File: src/hdl/clbc_pkg.sv
/*
  Constants, types and register map of the counter limit and bus config block.
  Assumes a single 125 MHz clock and a word wide parameter access port.
*/
package clbc_pkg;
  // ------------------------------------------------------------
  // Register offsets
  // ------------------------------------------------------------
  localparam logic [15:0] OFS_LIMIT_SEL   = 16'h0d05;
  localparam logic [15:0] OFS_SAFE_SP     = 16'h0d06;
  localparam logic [15:0] OFS_RST_MASK    = 16'h0d09;
  localparam logic [15:0] OFS_SIDE_ADDR   = 16'h0f8a;
  localparam logic [15:0] OFS_SIDE_PAR    = 16'h0f8c;
  localparam logic [15:0] OFS_TOP_ADDR    = 16'h0faa;
  localparam logic [15:0] OFS_TOP_PAR     = 16'h0fac;
  localparam logic [15:0] OFS_SLV_FACTOR  = 16'ha108;
  localparam logic [15:0] OFS_SIDE_BAUD   = 16'hfc48;
  localparam logic [15:0] OFS_TOP_BAUD    = 16'hfd48;
  localparam logic [15:0] OFS_MASTER_NODE = 16'h0f00;
  // ------------------------------------------------------------
  // Reset values and ranges
  // ------------------------------------------------------------
  localparam logic [7:0]  RST_LIMIT_SEL   = 8'h00;
  localparam logic [15:0] RST_SAFE_SP     = 16'h0000;
  localparam logic [7:0]  RST_RST_MASK    = 8'h07;
  localparam logic [7:0]  RST_NODE_ADDR   = 8'h03;
  localparam logic [7:0]  RST_PARITY      = 8'h00;
  localparam logic [31:0] RST_BAUD        = 32'h0001_c200;
  localparam logic [31:0] RST_SLV_FACTOR  = 32'h0000_0064;
  localparam logic [7:0]  RST_MASTER_NODE = 8'h01;
  localparam logic [15:0] SP_FULL_SCALE   = 16'h7d00;
  localparam logic [31:0] SLV_FACTOR_MAX  = 32'h0000_01f4;
  localparam logic [31:0] PERCENT_FULL    = 32'h0000_0064;
  localparam logic [7:0]  NODE_MAX        = 8'h80;
  // ------------------------------------------------------------
  // Field positions and mode codes
  // ------------------------------------------------------------
  localparam int          RM_SWITCH_BIT   = 0;
  localparam int          RM_EXTERN_BIT   = 1;
  localparam int          RM_PARAM_BIT    = 2;
  localparam int          RM_AUTO_BIT     = 3;
  localparam logic [7:0]  CTRL_SLAVE_DIG  = 8'h02;
  localparam logic [7:0]  CTRL_SLAVE_ANA  = 8'h0d;
  localparam logic [1:0]  CNT_MODE_LIMIT  = 2'h2;
  localparam logic [7:0]  SEL_SAFE        = 8'h01;
  localparam int          POLL_US         = 100;
  localparam int          CLK_MHZ         = 125;
  localparam int          POLL_CYCLES     = POLL_US * CLK_MHZ;

  typedef enum logic [1:0] {
    PAR_NONE = 2'b00,
    PAR_ODD  = 2'b01,
    PAR_EVEN = 2'b10,
    PAR_BAD  = 2'b11
  } clbc_parity_t;

  typedef enum logic [1:0] {
    CS_RUN  = 2'b00,
    CS_SAFE = 2'b01
  } clbc_cstate_t;

  typedef struct packed {
    logic [7:0]  addr;
    logic [31:0] baud;
    clbc_parity_t parity;
  } clbc_port_cfg_t;

  typedef struct packed {
    logic        wr;
    logic        rd;
    logic [15:0] addr;
    logic [31:0] wdata;
  } clbc_req_t;
endpackage

File: src/hdl/clbc_top.sv
/*
  Parameter bank: counter limit action, two serial port configs, slave setpoint.
  Assumes accesses come from the serial protocol engine, one per cycle, with
  the source port flagged; the setpoint loop and the poll engine sit outside.
*/
// Contract
// - Limit keeps setpoint or selects safe setpoint
// - Safe setpoint held until enabled reset
// - Safe setpoint unsigned 0..32000 full span
// - Reset mask bits switch, external, parameter, auto
// - Reset mask initialises to seven
// - Parity code 0 none, 1 odd, 2 even
// - Factory restore leaves network settings alone
// - Top port settings writable over RS232
// - Side RS485 ignores RS232 unless configuration mode
// - Configuration mode persists until switch toggles it
// - Slave when control mode is 2 or 13
// - Slave polls master output periodically
// - Master node 1..128, proprietary bus only
// - Slave setpoint is output times factor over 100
// - Other networks: factor only analog slave, analog fed
// - Slave still publishes its own output
// - Own output readable by every node
// - Limit event only in counter mode 2
`timescale 1ns/1ns
module clbc_top
  import clbc_pkg::*;
#(
  parameter int POLL_LEN = POLL_CYCLES
) (
  input  wire logic        clk,
  input  wire logic        srst,
  input  wire clbc_req_t   req,
  input  wire logic        req_rs232,
  input  wire logic        side_rs485,
  input  wire logic        cfg_mode_stored,
  input  wire logic        switch_cfg_toggle,
  input  wire logic        factory_restore,
  input  wire logic [1:0]  counter_mode,
  input  wire logic        counter_at_limit,
  input  wire logic        rst_switch,
  input  wire logic        rst_extern,
  input  wire logic        rst_param,
  input  wire logic        counter_cleared,
  input  wire logic [15:0] present_sp,
  input  wire logic [7:0]  control_mode,
  input  wire logic        net_is_fieldbus,
  input  wire logic        analog_master_fed,
  input  wire logic [15:0] master_output,
  input  wire logic        master_output_vld,
  input  wire logic [15:0] own_output,
  output logic             req_ack,
  output logic             req_err,
  output logic [31:0]      rdata,
  output logic             cfg_mode,
  output logic [15:0]      effective_sp,
  output logic             safe_active,
  output logic             slave_active,
  output logic             poll_req,
  output logic [7:0]       poll_node,
  output logic [15:0]      slave_sp,
  output logic [15:0]      published_output,
  output clbc_port_cfg_t   top_cfg,
  output clbc_port_cfg_t   side_cfg
);
  if (POLL_LEN < 1) begin : g_poll_len_check
    $error("POLL_LEN must be at least one");
  end

  function automatic clbc_parity_t decode_parity(input logic [7:0] code);
    decode_parity = (code > 8'h02) ? PAR_BAD : clbc_parity_t'(code[1:0]);
  endfunction

  // ------------------------------------------------------------
  // Register storage
  // ------------------------------------------------------------
  logic [7:0]   limit_sel_r;
  logic [15:0]  safe_sp_r;
  logic [7:0]   rst_mask_r;
  logic [7:0]   top_addr_r;
  logic [7:0]   top_par_r;
  logic [31:0]  top_baud_r;
  logic [7:0]   side_addr_r;
  logic [7:0]   side_par_r;
  logic [31:0]  side_baud_r;
  logic [31:0]  slv_factor_r;
  logic [7:0]   master_node_r;
  logic         cfg_mode_r;
  logic         cfg_loaded_r;
  clbc_cstate_t cstate_r;
  clbc_cstate_t cstate_nxt;
  logic [31:0]  rdata_r;
  logic [15:0]  slave_sp_r;
  logic [15:0]  pub_r;
  logic [31:0]  poll_cnt_r;
  logic         poll_r;

  // ------------------------------------------------------------
  // Access decode
  // ------------------------------------------------------------
  // Side RS485 blocks RS232 outside configuration mode
  wire rs232_blocked = req_rs232 && side_rs485 && !cfg_mode_r;
  wire acc           = (req.wr || req.rd) && !rs232_blocked;
  wire wr            = req.wr && !rs232_blocked;
  wire hit_sel   = req.addr == OFS_LIMIT_SEL;
  wire hit_sp    = req.addr == OFS_SAFE_SP;
  wire hit_mask  = req.addr == OFS_RST_MASK;
  wire hit_saddr = req.addr == OFS_SIDE_ADDR;
  wire hit_spar  = req.addr == OFS_SIDE_PAR;
  wire hit_taddr = req.addr == OFS_TOP_ADDR;
  wire hit_tpar  = req.addr == OFS_TOP_PAR;
  wire hit_fac   = req.addr == OFS_SLV_FACTOR;
  wire hit_sbaud = req.addr == OFS_SIDE_BAUD;
  wire hit_tbaud = req.addr == OFS_TOP_BAUD;
  wire hit_node  = req.addr == OFS_MASTER_NODE;
  wire hit_any   = hit_sel | hit_sp | hit_mask | hit_saddr | hit_spar | hit_taddr |
                   hit_tpar | hit_fac | hit_sbaud | hit_tbaud | hit_node;
  wire sp_ok     = req.wdata[31:0] <= {16'h0000, SP_FULL_SCALE};
  wire par_ok    = req.wdata <= 32'h0000_0002;
  wire fac_ok    = req.wdata <= SLV_FACTOR_MAX;
  wire node_ok   = (req.wdata >= 32'h0000_0001) && (req.wdata <= {24'h00_0000, NODE_MAX});
  wire sel_ok    = req.wdata <= 32'h0000_0001;
  wire mask_ok   = req.wdata <= 32'h0000_000f;
  wire byte_ok   = req.wdata <= 32'h0000_00ff;
  wire val_ok    = hit_sp ? sp_ok :
                   (hit_spar | hit_tpar) ? par_ok :
                   hit_fac ? fac_ok :
                   hit_node ? node_ok :
                   hit_sel ? sel_ok :
                   hit_mask ? mask_ok :
                   (hit_saddr | hit_taddr) ? byte_ok : 1'b1;
  wire wr_ok     = wr && hit_any && val_ok;
  wire [31:0] rd_mux =
    hit_sel   ? {24'h00_0000, limit_sel_r} :
    hit_sp    ? {16'h0000, safe_sp_r} :
    hit_mask  ? {24'h00_0000, rst_mask_r} :
    hit_saddr ? {24'h00_0000, side_addr_r} :
    hit_spar  ? {24'h00_0000, side_par_r} :
    hit_taddr ? {24'h00_0000, top_addr_r} :
    hit_tpar  ? {24'h00_0000, top_par_r} :
    hit_fac   ? slv_factor_r :
    hit_sbaud ? side_baud_r :
    hit_tbaud ? top_baud_r :
    hit_node  ? {24'h00_0000, master_node_r} : 32'h0000_0000;

  assign req_ack = acc;
  assign req_err = acc && (!hit_any || (req.wr && !val_ok));

  // ------------------------------------------------------------
  // Counter limit state
  // ------------------------------------------------------------
  // Limit event in mode 2 only
  wire limit_evt = counter_at_limit && (counter_mode == CNT_MODE_LIMIT);
  wire reset_hit = (rst_switch && rst_mask_r[RM_SWITCH_BIT]) ||
                   (rst_extern && rst_mask_r[RM_EXTERN_BIT]) ||
                   (rst_param && rst_mask_r[RM_PARAM_BIT]) ||
                   (counter_cleared && rst_mask_r[RM_AUTO_BIT]);

  always_comb begin
    cstate_nxt = cstate_r;
    unique case (cstate_r)
      CS_RUN: begin
        if (limit_evt && limit_sel_r == SEL_SAFE) cstate_nxt = CS_SAFE;
      end
      CS_SAFE: begin
        if (reset_hit) cstate_nxt = CS_RUN;
      end
      default: cstate_nxt = CS_RUN;
    endcase
  end

  assign safe_active  = cstate_r == CS_SAFE;
  assign effective_sp = safe_active ? safe_sp_r : present_sp;

  // ------------------------------------------------------------
  // Slave setpoint
  // ------------------------------------------------------------
  // Slave control modes
  wire slave_mode = (control_mode == CTRL_SLAVE_DIG) || (control_mode == CTRL_SLAVE_ANA);
  wire factor_on  = net_is_fieldbus ? slave_mode :
                    (control_mode == CTRL_SLAVE_ANA) && analog_master_fed;
  wire [47:0] prod     = {32'h0000_0000, master_output} * {16'h0000, slv_factor_r};
  wire [47:0] quot     = prod / {16'h0000, PERCENT_FULL};
  wire [15:0] slave_nx = (quot > {32'h0000_0000, SP_FULL_SCALE}) ? SP_FULL_SCALE : quot[15:0];
  assign slave_active = factor_on;
  assign slave_sp     = slave_sp_r;
  assign poll_req     = poll_r;
  assign poll_node    = master_node_r;
  assign published_output = pub_r;
  assign rdata    = rdata_r;
  assign cfg_mode = cfg_mode_r;
  assign top_cfg  = '{addr: top_addr_r, baud: top_baud_r, parity: decode_parity(top_par_r)};
  assign side_cfg = '{addr: side_addr_r, baud: side_baud_r, parity: decode_parity(side_par_r)};

  // ------------------------------------------------------------
  // Registers
  // ------------------------------------------------------------
  always_ff @(posedge clk) begin
    if (srst) begin
      rst_mask_r  <= RST_RST_MASK;
      limit_sel_r <= RST_LIMIT_SEL;
      safe_sp_r   <= RST_SAFE_SP;
      cstate_r    <= CS_RUN;
      rdata_r     <= 32'h0000_0000;
    end else begin
      cstate_r <= cstate_nxt;
      if (acc && req.rd) rdata_r <= rd_mux;
      if (factory_restore) begin
        rst_mask_r  <= RST_RST_MASK;
        limit_sel_r <= RST_LIMIT_SEL;
        safe_sp_r   <= RST_SAFE_SP;
      end else if (wr_ok) begin
        if (hit_sel)  limit_sel_r <= req.wdata[7:0];
        if (hit_sp)   safe_sp_r   <= req.wdata[15:0];
        if (hit_mask) rst_mask_r  <= req.wdata[7:0];
      end
    end
  end

  // Top port writes accepted from RS232 in configuration mode or when side port is not RS485
  always_ff @(posedge clk) begin
    if (srst) begin
      top_addr_r    <= RST_NODE_ADDR;
      top_par_r     <= RST_PARITY;
      top_baud_r    <= RST_BAUD;
      side_addr_r   <= RST_NODE_ADDR;
      side_par_r    <= RST_PARITY;
      side_baud_r   <= RST_BAUD;
      slv_factor_r  <= RST_SLV_FACTOR;
      master_node_r <= RST_MASTER_NODE;
    end else if (wr_ok) begin
      if (hit_taddr) top_addr_r    <= req.wdata[7:0];
      if (hit_tpar)  top_par_r     <= req.wdata[7:0];
      if (hit_tbaud) top_baud_r    <= req.wdata;
      if (hit_saddr) side_addr_r   <= req.wdata[7:0];
      if (hit_spar)  side_par_r    <= req.wdata[7:0];
      if (hit_sbaud) side_baud_r   <= req.wdata;
      if (hit_fac)   slv_factor_r  <= req.wdata;
      if (hit_node)  master_node_r <= req.wdata[7:0];
    end
  end

  always_ff @(posedge clk) begin
    if (srst) begin
      cfg_mode_r   <= 1'b0;
      cfg_loaded_r <= 1'b0;
    end else begin
      cfg_loaded_r <= 1'b1;
      if (!cfg_loaded_r) cfg_mode_r <= cfg_mode_stored;
      else if (switch_cfg_toggle) cfg_mode_r <= !cfg_mode_r;
    end
  end

  // Own output kept for all nodes
  always_ff @(posedge clk) begin
    if (srst) begin
      poll_cnt_r <= 32'h0000_0000;
      poll_r     <= 1'b0;
      slave_sp_r <= 16'h0000;
      pub_r      <= 16'h0000;
    end else begin
      pub_r  <= own_output;
      poll_r <= 1'b0;
      if (slave_mode && net_is_fieldbus) begin
        if (poll_cnt_r >= 32'(POLL_LEN - 1)) begin
          poll_cnt_r <= 32'h0000_0000;
          poll_r     <= 1'b1;
        end else begin
          poll_cnt_r <= poll_cnt_r + 32'h0000_0001;
        end
      end else begin
        poll_cnt_r <= 32'h0000_0000;
      end
      if (master_output_vld && factor_on) slave_sp_r <= slave_nx;
    end
  end
endmodule

File: config.mk
export PLATFORM = sky130hd
export DESIGN_NAME = clbc_top
export DESIGN_NICKNAME = d
export VERILOG_FILES = /design/src/hdl/clbc_pkg.sv /design/src/hdl/clbc_top.sv
export SDC_FILE = /design/constraint.sdc
export NUM_CORES = 2
export LEC_CHECK = 0
export CORE_ASPECT_RATIO = 0.75
export CORE_MARGIN = 2
export CORE_UTILIZATION = 45
export DETAILED_ROUTE_END_ITERATION = 12
export DONT_BUFFER_PORTS = 1
export GPL_TIMING_DRIVEN = 0
export SETUP_SLACK_MARGIN = 0.02
export SLEW_MARGIN = 20
export SYNTH_ARGS = -nofsm -noshare
export SYNTH_HDL_FRONTEND = slang
export SYNTH_SLANG_ARGS = --single-unit
File: constraint.sdc
create_clock -name clk -period 84.6 [get_ports clk]
set_input_delay 16.92 -clock clk [delete_from_list [all_inputs] [get_ports clk]]
set_output_delay 16.92 -clock clk [all_outputs]
set_load 0.05 [all_outputs]
# After elaboration in Yosys (flattened, before gate mapping)
# Index checks and enable logic that the tools add are counted.
# word_totals
output_inout_bits	178
wordCells	141
reg_bits	269
in_bits	123
# classes
n_mul	1
reduce_logical	45
eq_ne	19
div	1
n_bitwise	13
n_lt_le_gt_ge	12
muxes	30
n_addsub	1
# op_table
op	n
$mux 32	10
$eq 16x12->1 const B	8
$le 32x8->1 const B	2
$div 48x7->48 const B	1
$eq 16x16->1 const B	3
$gt 48x15->1 const B	1
$mul 16x32->48	1
$add 32x1->32 const B	1
$ge 32x1->1 const B	1
$ge 32x14->1 const B	1
$le 32x1->1 const B	1
$le 32x15->1 const B	1
$le 32x2->1 const B	1
$le 32x4->1 const B	1
$le 32x9->1 const B	1
$mux 16	2
$reduce_and 2->1	12
$logic_and 1x1->1	19
$gt 8x2->1 const B	2
$mux 1	12
$or 1x1->1	12
$eq 8x1->1 const B	1
$eq 8x2->1 const B	1
$eq 8x4->1 const B	1
other kinds (13)	26

# Depth between registers and ports, before layout
# depth
depth_word	14
mapped_depth	140
ltp_nobuf	115

# Worst setup path before layout
# OpenSTA, ideal clock, no wires.
# synth_timing
path_kind	input to register
startpoint	input master_output[3]
endpoint	register slave_sp_r[0] (netlist: slave_sp[0])
setup_time_ps	117
required_time_ps	84483
n_path_buf	16
setup_slack_ps	37043
path_stages	127
arrival_ps	47439
cell_sequence	clkbuf_1 -> nand2_1 -> fa_1 -> inv_1 -> fa_1 -> inv_1 -> fa_1 -> inv_1 -> fa_1 -> fa_1 -> inv_1 -> fa_1 -> inv_1 -> ha_1 -> buf_4 -> nand2_1 -> or4_1 -> or4_1 -> [... 91 more ...] -> o221a_2 -> o211a_1 -> o21a_1 -> a21oi_1 -> o21ai_1 -> mux2i_1 -> o21ai_2 -> buf_2 -> or4_1 -> a31o_1 -> and2_1 -> a31o_1 -> a211o_1 -> a31oi_1 -> mux2_1 -> o221a_2 -> or3_1 -> a32o_1
# synth_between
elab_chain_cells	4
# synth_rtl
element	line	source
start, declared	clbc_top.sv:49	input wire logic [15:0] master_output,
$mul 16x32->48 *	clbc_top.sv:182	wire [47:0] prod = {32'h0000_0000, master_output} * {16'h0000, slv_factor_r};
$div 48x7->48 *	clbc_top.sv:183	wire [47:0] quot = prod / {16'h0000, PERCENT_FULL};
$gt 48x15->1	clbc_top.sv:184	wire [15:0] slave_nx = (quot > {32'h0000_0000, SP_FULL_SCALE}) ? SP_FULL_SCALE : quot[15:0];
$mux 16 *	clbc_top.sv:184	
end signal, assigned	clbc_top.sv:274	if (master_output_vld && factor_on) slave_sp_r <= slave_nx;
end, declared	clbc_top.sv:93	logic [15:0] slave_sp_r;
# Every way passes the cells marked *; elsewhere a longest branch is shown, timed or not.
# A chain may end at the register's enable or synchronous reset.

# Final worst setup path
# layout_timing
startpoint	input master_output[6]
endpoint	register slave_sp_r[13] (netlist: slave_sp[13])
# Same word-level chain as after synthesis.

==> metrics.csv <==
stage,metric,value,unit
status,status,completed,
placement,port-buffer-count,0,
yosys,synthTopCellsByArea,"fa_1 21%, dfxtp_1 14%, nand2_1 7.5%",
route,antenna_left,0,
clock_network,ctsHoldBuffers,0,
critical_path,crit-reg2reg-capture,slave_sp[13],
clock_network,clk_latency,590,ps
final_layout,drive_above_1_share,0.0591,
clock_network,clk_pin_slew,60,ps
sta,hold_ws,443,ps
sta,fmax,18.4,MHz
sta,min_period,54440,ps
final_layout,layout_common_cells,"784 x nand2_1, 480 x inv_1, 418 x fa_1, 314 x nor2_1, 276 x a21oi_1",
yosys,synth-seq-cells,268,
critical_path,path_delay_family,compound AO/OA/AOI/OAI gates,
yosys,synth.avg_cell_area,7.84,sq um
yosys,seq_area_frac_synth,0.137,
placement,hpwl,112,mm
yosys,ys.flop_type,dfxtp_1,
die,die_w,345,microns
route,drt_iter0_markers,4256,
route,dr.max_layer_used,met5,
yosys,synth_area,39200,sq um
global_route,antenna_found_initial,9,
hold_path,min_path_cells,1,
global_route,grt_pass1_vias,36100,
sta,slew_violations,0,
sta,rsz0062_at_grt,false,
critical_path,cp_slowest_cell,a211oi_1,
route,vias,37900,
sta,clock_skew,31.8,ps
global_route,grt_use_total,0.306,
hold_path,hp-class,flip-flop to flip-flop,
sta,finalCritPeriodShare,0.643,
clock_network,cts_resized,0,
sta,hold_viol,0,
yosys,netlist.area_leader.share,0.213,
yosys,async_reset_ff_frac,0,
die,die_y,260,microns
die,dieArea,89500,sq um
critical_path,critPathKind,input pin to flip-flop,
critical_path,required,85050,ps
critical_path,r2r-start,slv_factor_r[25],
route,wl_met2,56.9,mm
route,drt-met1-wl,62.6,mm
yosys,synth-edff-count,0,
critical_path,end_kind,flip-flop,
sta,relSlewSlack,0.247,
die,num_io_pins,301,
die,core-area,86100,sq um
die,rows,93,
sta,setup_tns,0,ps
final_layout,final_common_cell,nand2_1,
sta,setup_viol,0,
final_layout,post-route-util,0.485,
critical_path,critPathMaxFanout,10,
hold_path,whs_endpoint,cfg_mode,
die,initial_core_util,0.455,
global_route,grt_pass1_wl,215,mm
critical_path,r2r_setup_slack,45810,ps
global_route,grt_max_degree,17,
yosys,synth.distinct_cells,144,
critical_path,slowest_delay,890,ps
final_layout,nNetsFinal,5713,
placement,gp_routability_congestion,0.973,
critical_path,critPathArrivalTime,54890,ps
route,dr_wl_met3,16.0,mm
critical_path,cp.buffers_inverters,17,
critical_path,rr_worst_depth,127,
clock_network,cts.sinks,268,
global_route,grt-ovfl-total,0,
route,drt_pass1_iterations,7,
final_layout,syn_to_final_growth,6.43,%
route,wl,139,mm
route,drc,0,
sta,tightest_slew,1120,ps
flow_run,cap_violations,0,
yosys,yosysTopAreaCell,fa_1,
clock_network,cts_htree_levels,1,
clock_network,cts_tree,yes,
clock_network,clock_path_buffers,3,
clock_network,root_buffer,clkbuf_16,
yosys,syn_inst,5002,
clock_network,cts_setup_buffers,0,
clock_network,cts_buffers,30,
route,vias_per_cell,6.09,
route,wl_per_cell,22.4,microns
critical_path,critPathLaunchType,input pin,
yosys,yosysWarnings,0,
hold_path,min-delay-start,cfg_loaded_r,
[stage by stage]
stage	setup WS, ps	area [sq um]	cells
after floorplan	37040	39300	5019
after global placement	30760	40700	6159
after detailed placement	30610	40700	6159
after CTS	31090	41700	6214
after global routing	27810	41700	6222
final	30160	41700	6225
[metal layers]
layer  GRT usage  vias up
li1            -    17400
met1       0.446    18400
met2       0.442     1860
met3      0.0889      193
met4      0.0706        8
met5           0        -
[cells in the mapped netlist, drive strengths merged (23+ instances only)]
library cell / n
mux2: 56
a221oi: 48
or3: 26
inv: 482
nand2: 786
nor2: 318
dfxtp: 268
buf: 55
nor4: 38
xor2: 58
nor2b: 28
and2: 231
fa: 418
clkbuf: 245
mux2i: 68
o21a: 29
and3: 82
a21oi: 288
o211a: 23
nand3: 126
a22oi: 25
o211ai: 61
o21ai: 215
nand4: 52
or2: 38
ha: 121
xnor2: 111
a211oi: 43
nor3: 121
a21o: 43
a31oi: 56
[final cells by class]
type / count / area (sq um)
Fill cell: 8656 / 44400
Multi-Input combinational cell: 3969 / 30900
Clock buffer: 46 / 891
Tap cell: 1140 / 1430
Inverter: 482 / 1810
Clock inverter: 9 / 101
Sequential cell: 268 / 5370
Buffer: 300 / 1240
Antenna cell: 11 / 27.5
[kinds of logic after synthesis]
group           Yosys count  synth area share
compound gates         1166             0.218
xor+xnor                170            0.0406
fa+ha+maj               553             0.256
buf+inv                 782            0.0777
flops                   268             0.137
mux                     125            0.0346
other cells               1         0.0000956
simple gates           1937             0.237
[registers in the layout (all words and copies together) (netlist names), 8 cells and up]
signal and cells:
side_par_r 8, safe_sp_r 16, slave_sp 16, top_addr_r 8, top_baud_r 32, poll_node 8
slv_factor_r 32, poll_cnt_r 32, limit_sel_r 8, top_par_r 8, published_output 16, rst_mask_r 8
side_baud_r 32, rdata 32, side_addr_r 8
[how the worst max path moves through the flow]
stage                                  from      endpoint  slack [ps]  depth (start not counted)
after global placement    master_output[14]  slave_sp[11]       30760                        123
after detailed placement  master_output[14]  slave_sp[13]       30610                        122
after global routing       master_output[6]  slave_sp[11]       27810                        126
final                      master_output[6]  slave_sp[13]       30160                        126
after floorplan            master_output[3]   slave_sp[0]       37040                        127
after CTS                 master_output[14]  slave_sp[11]       31090                        123
Power is not shown: default switching activity piles up to over one toggle a cycle in this logic, so the estimate is an artifact.
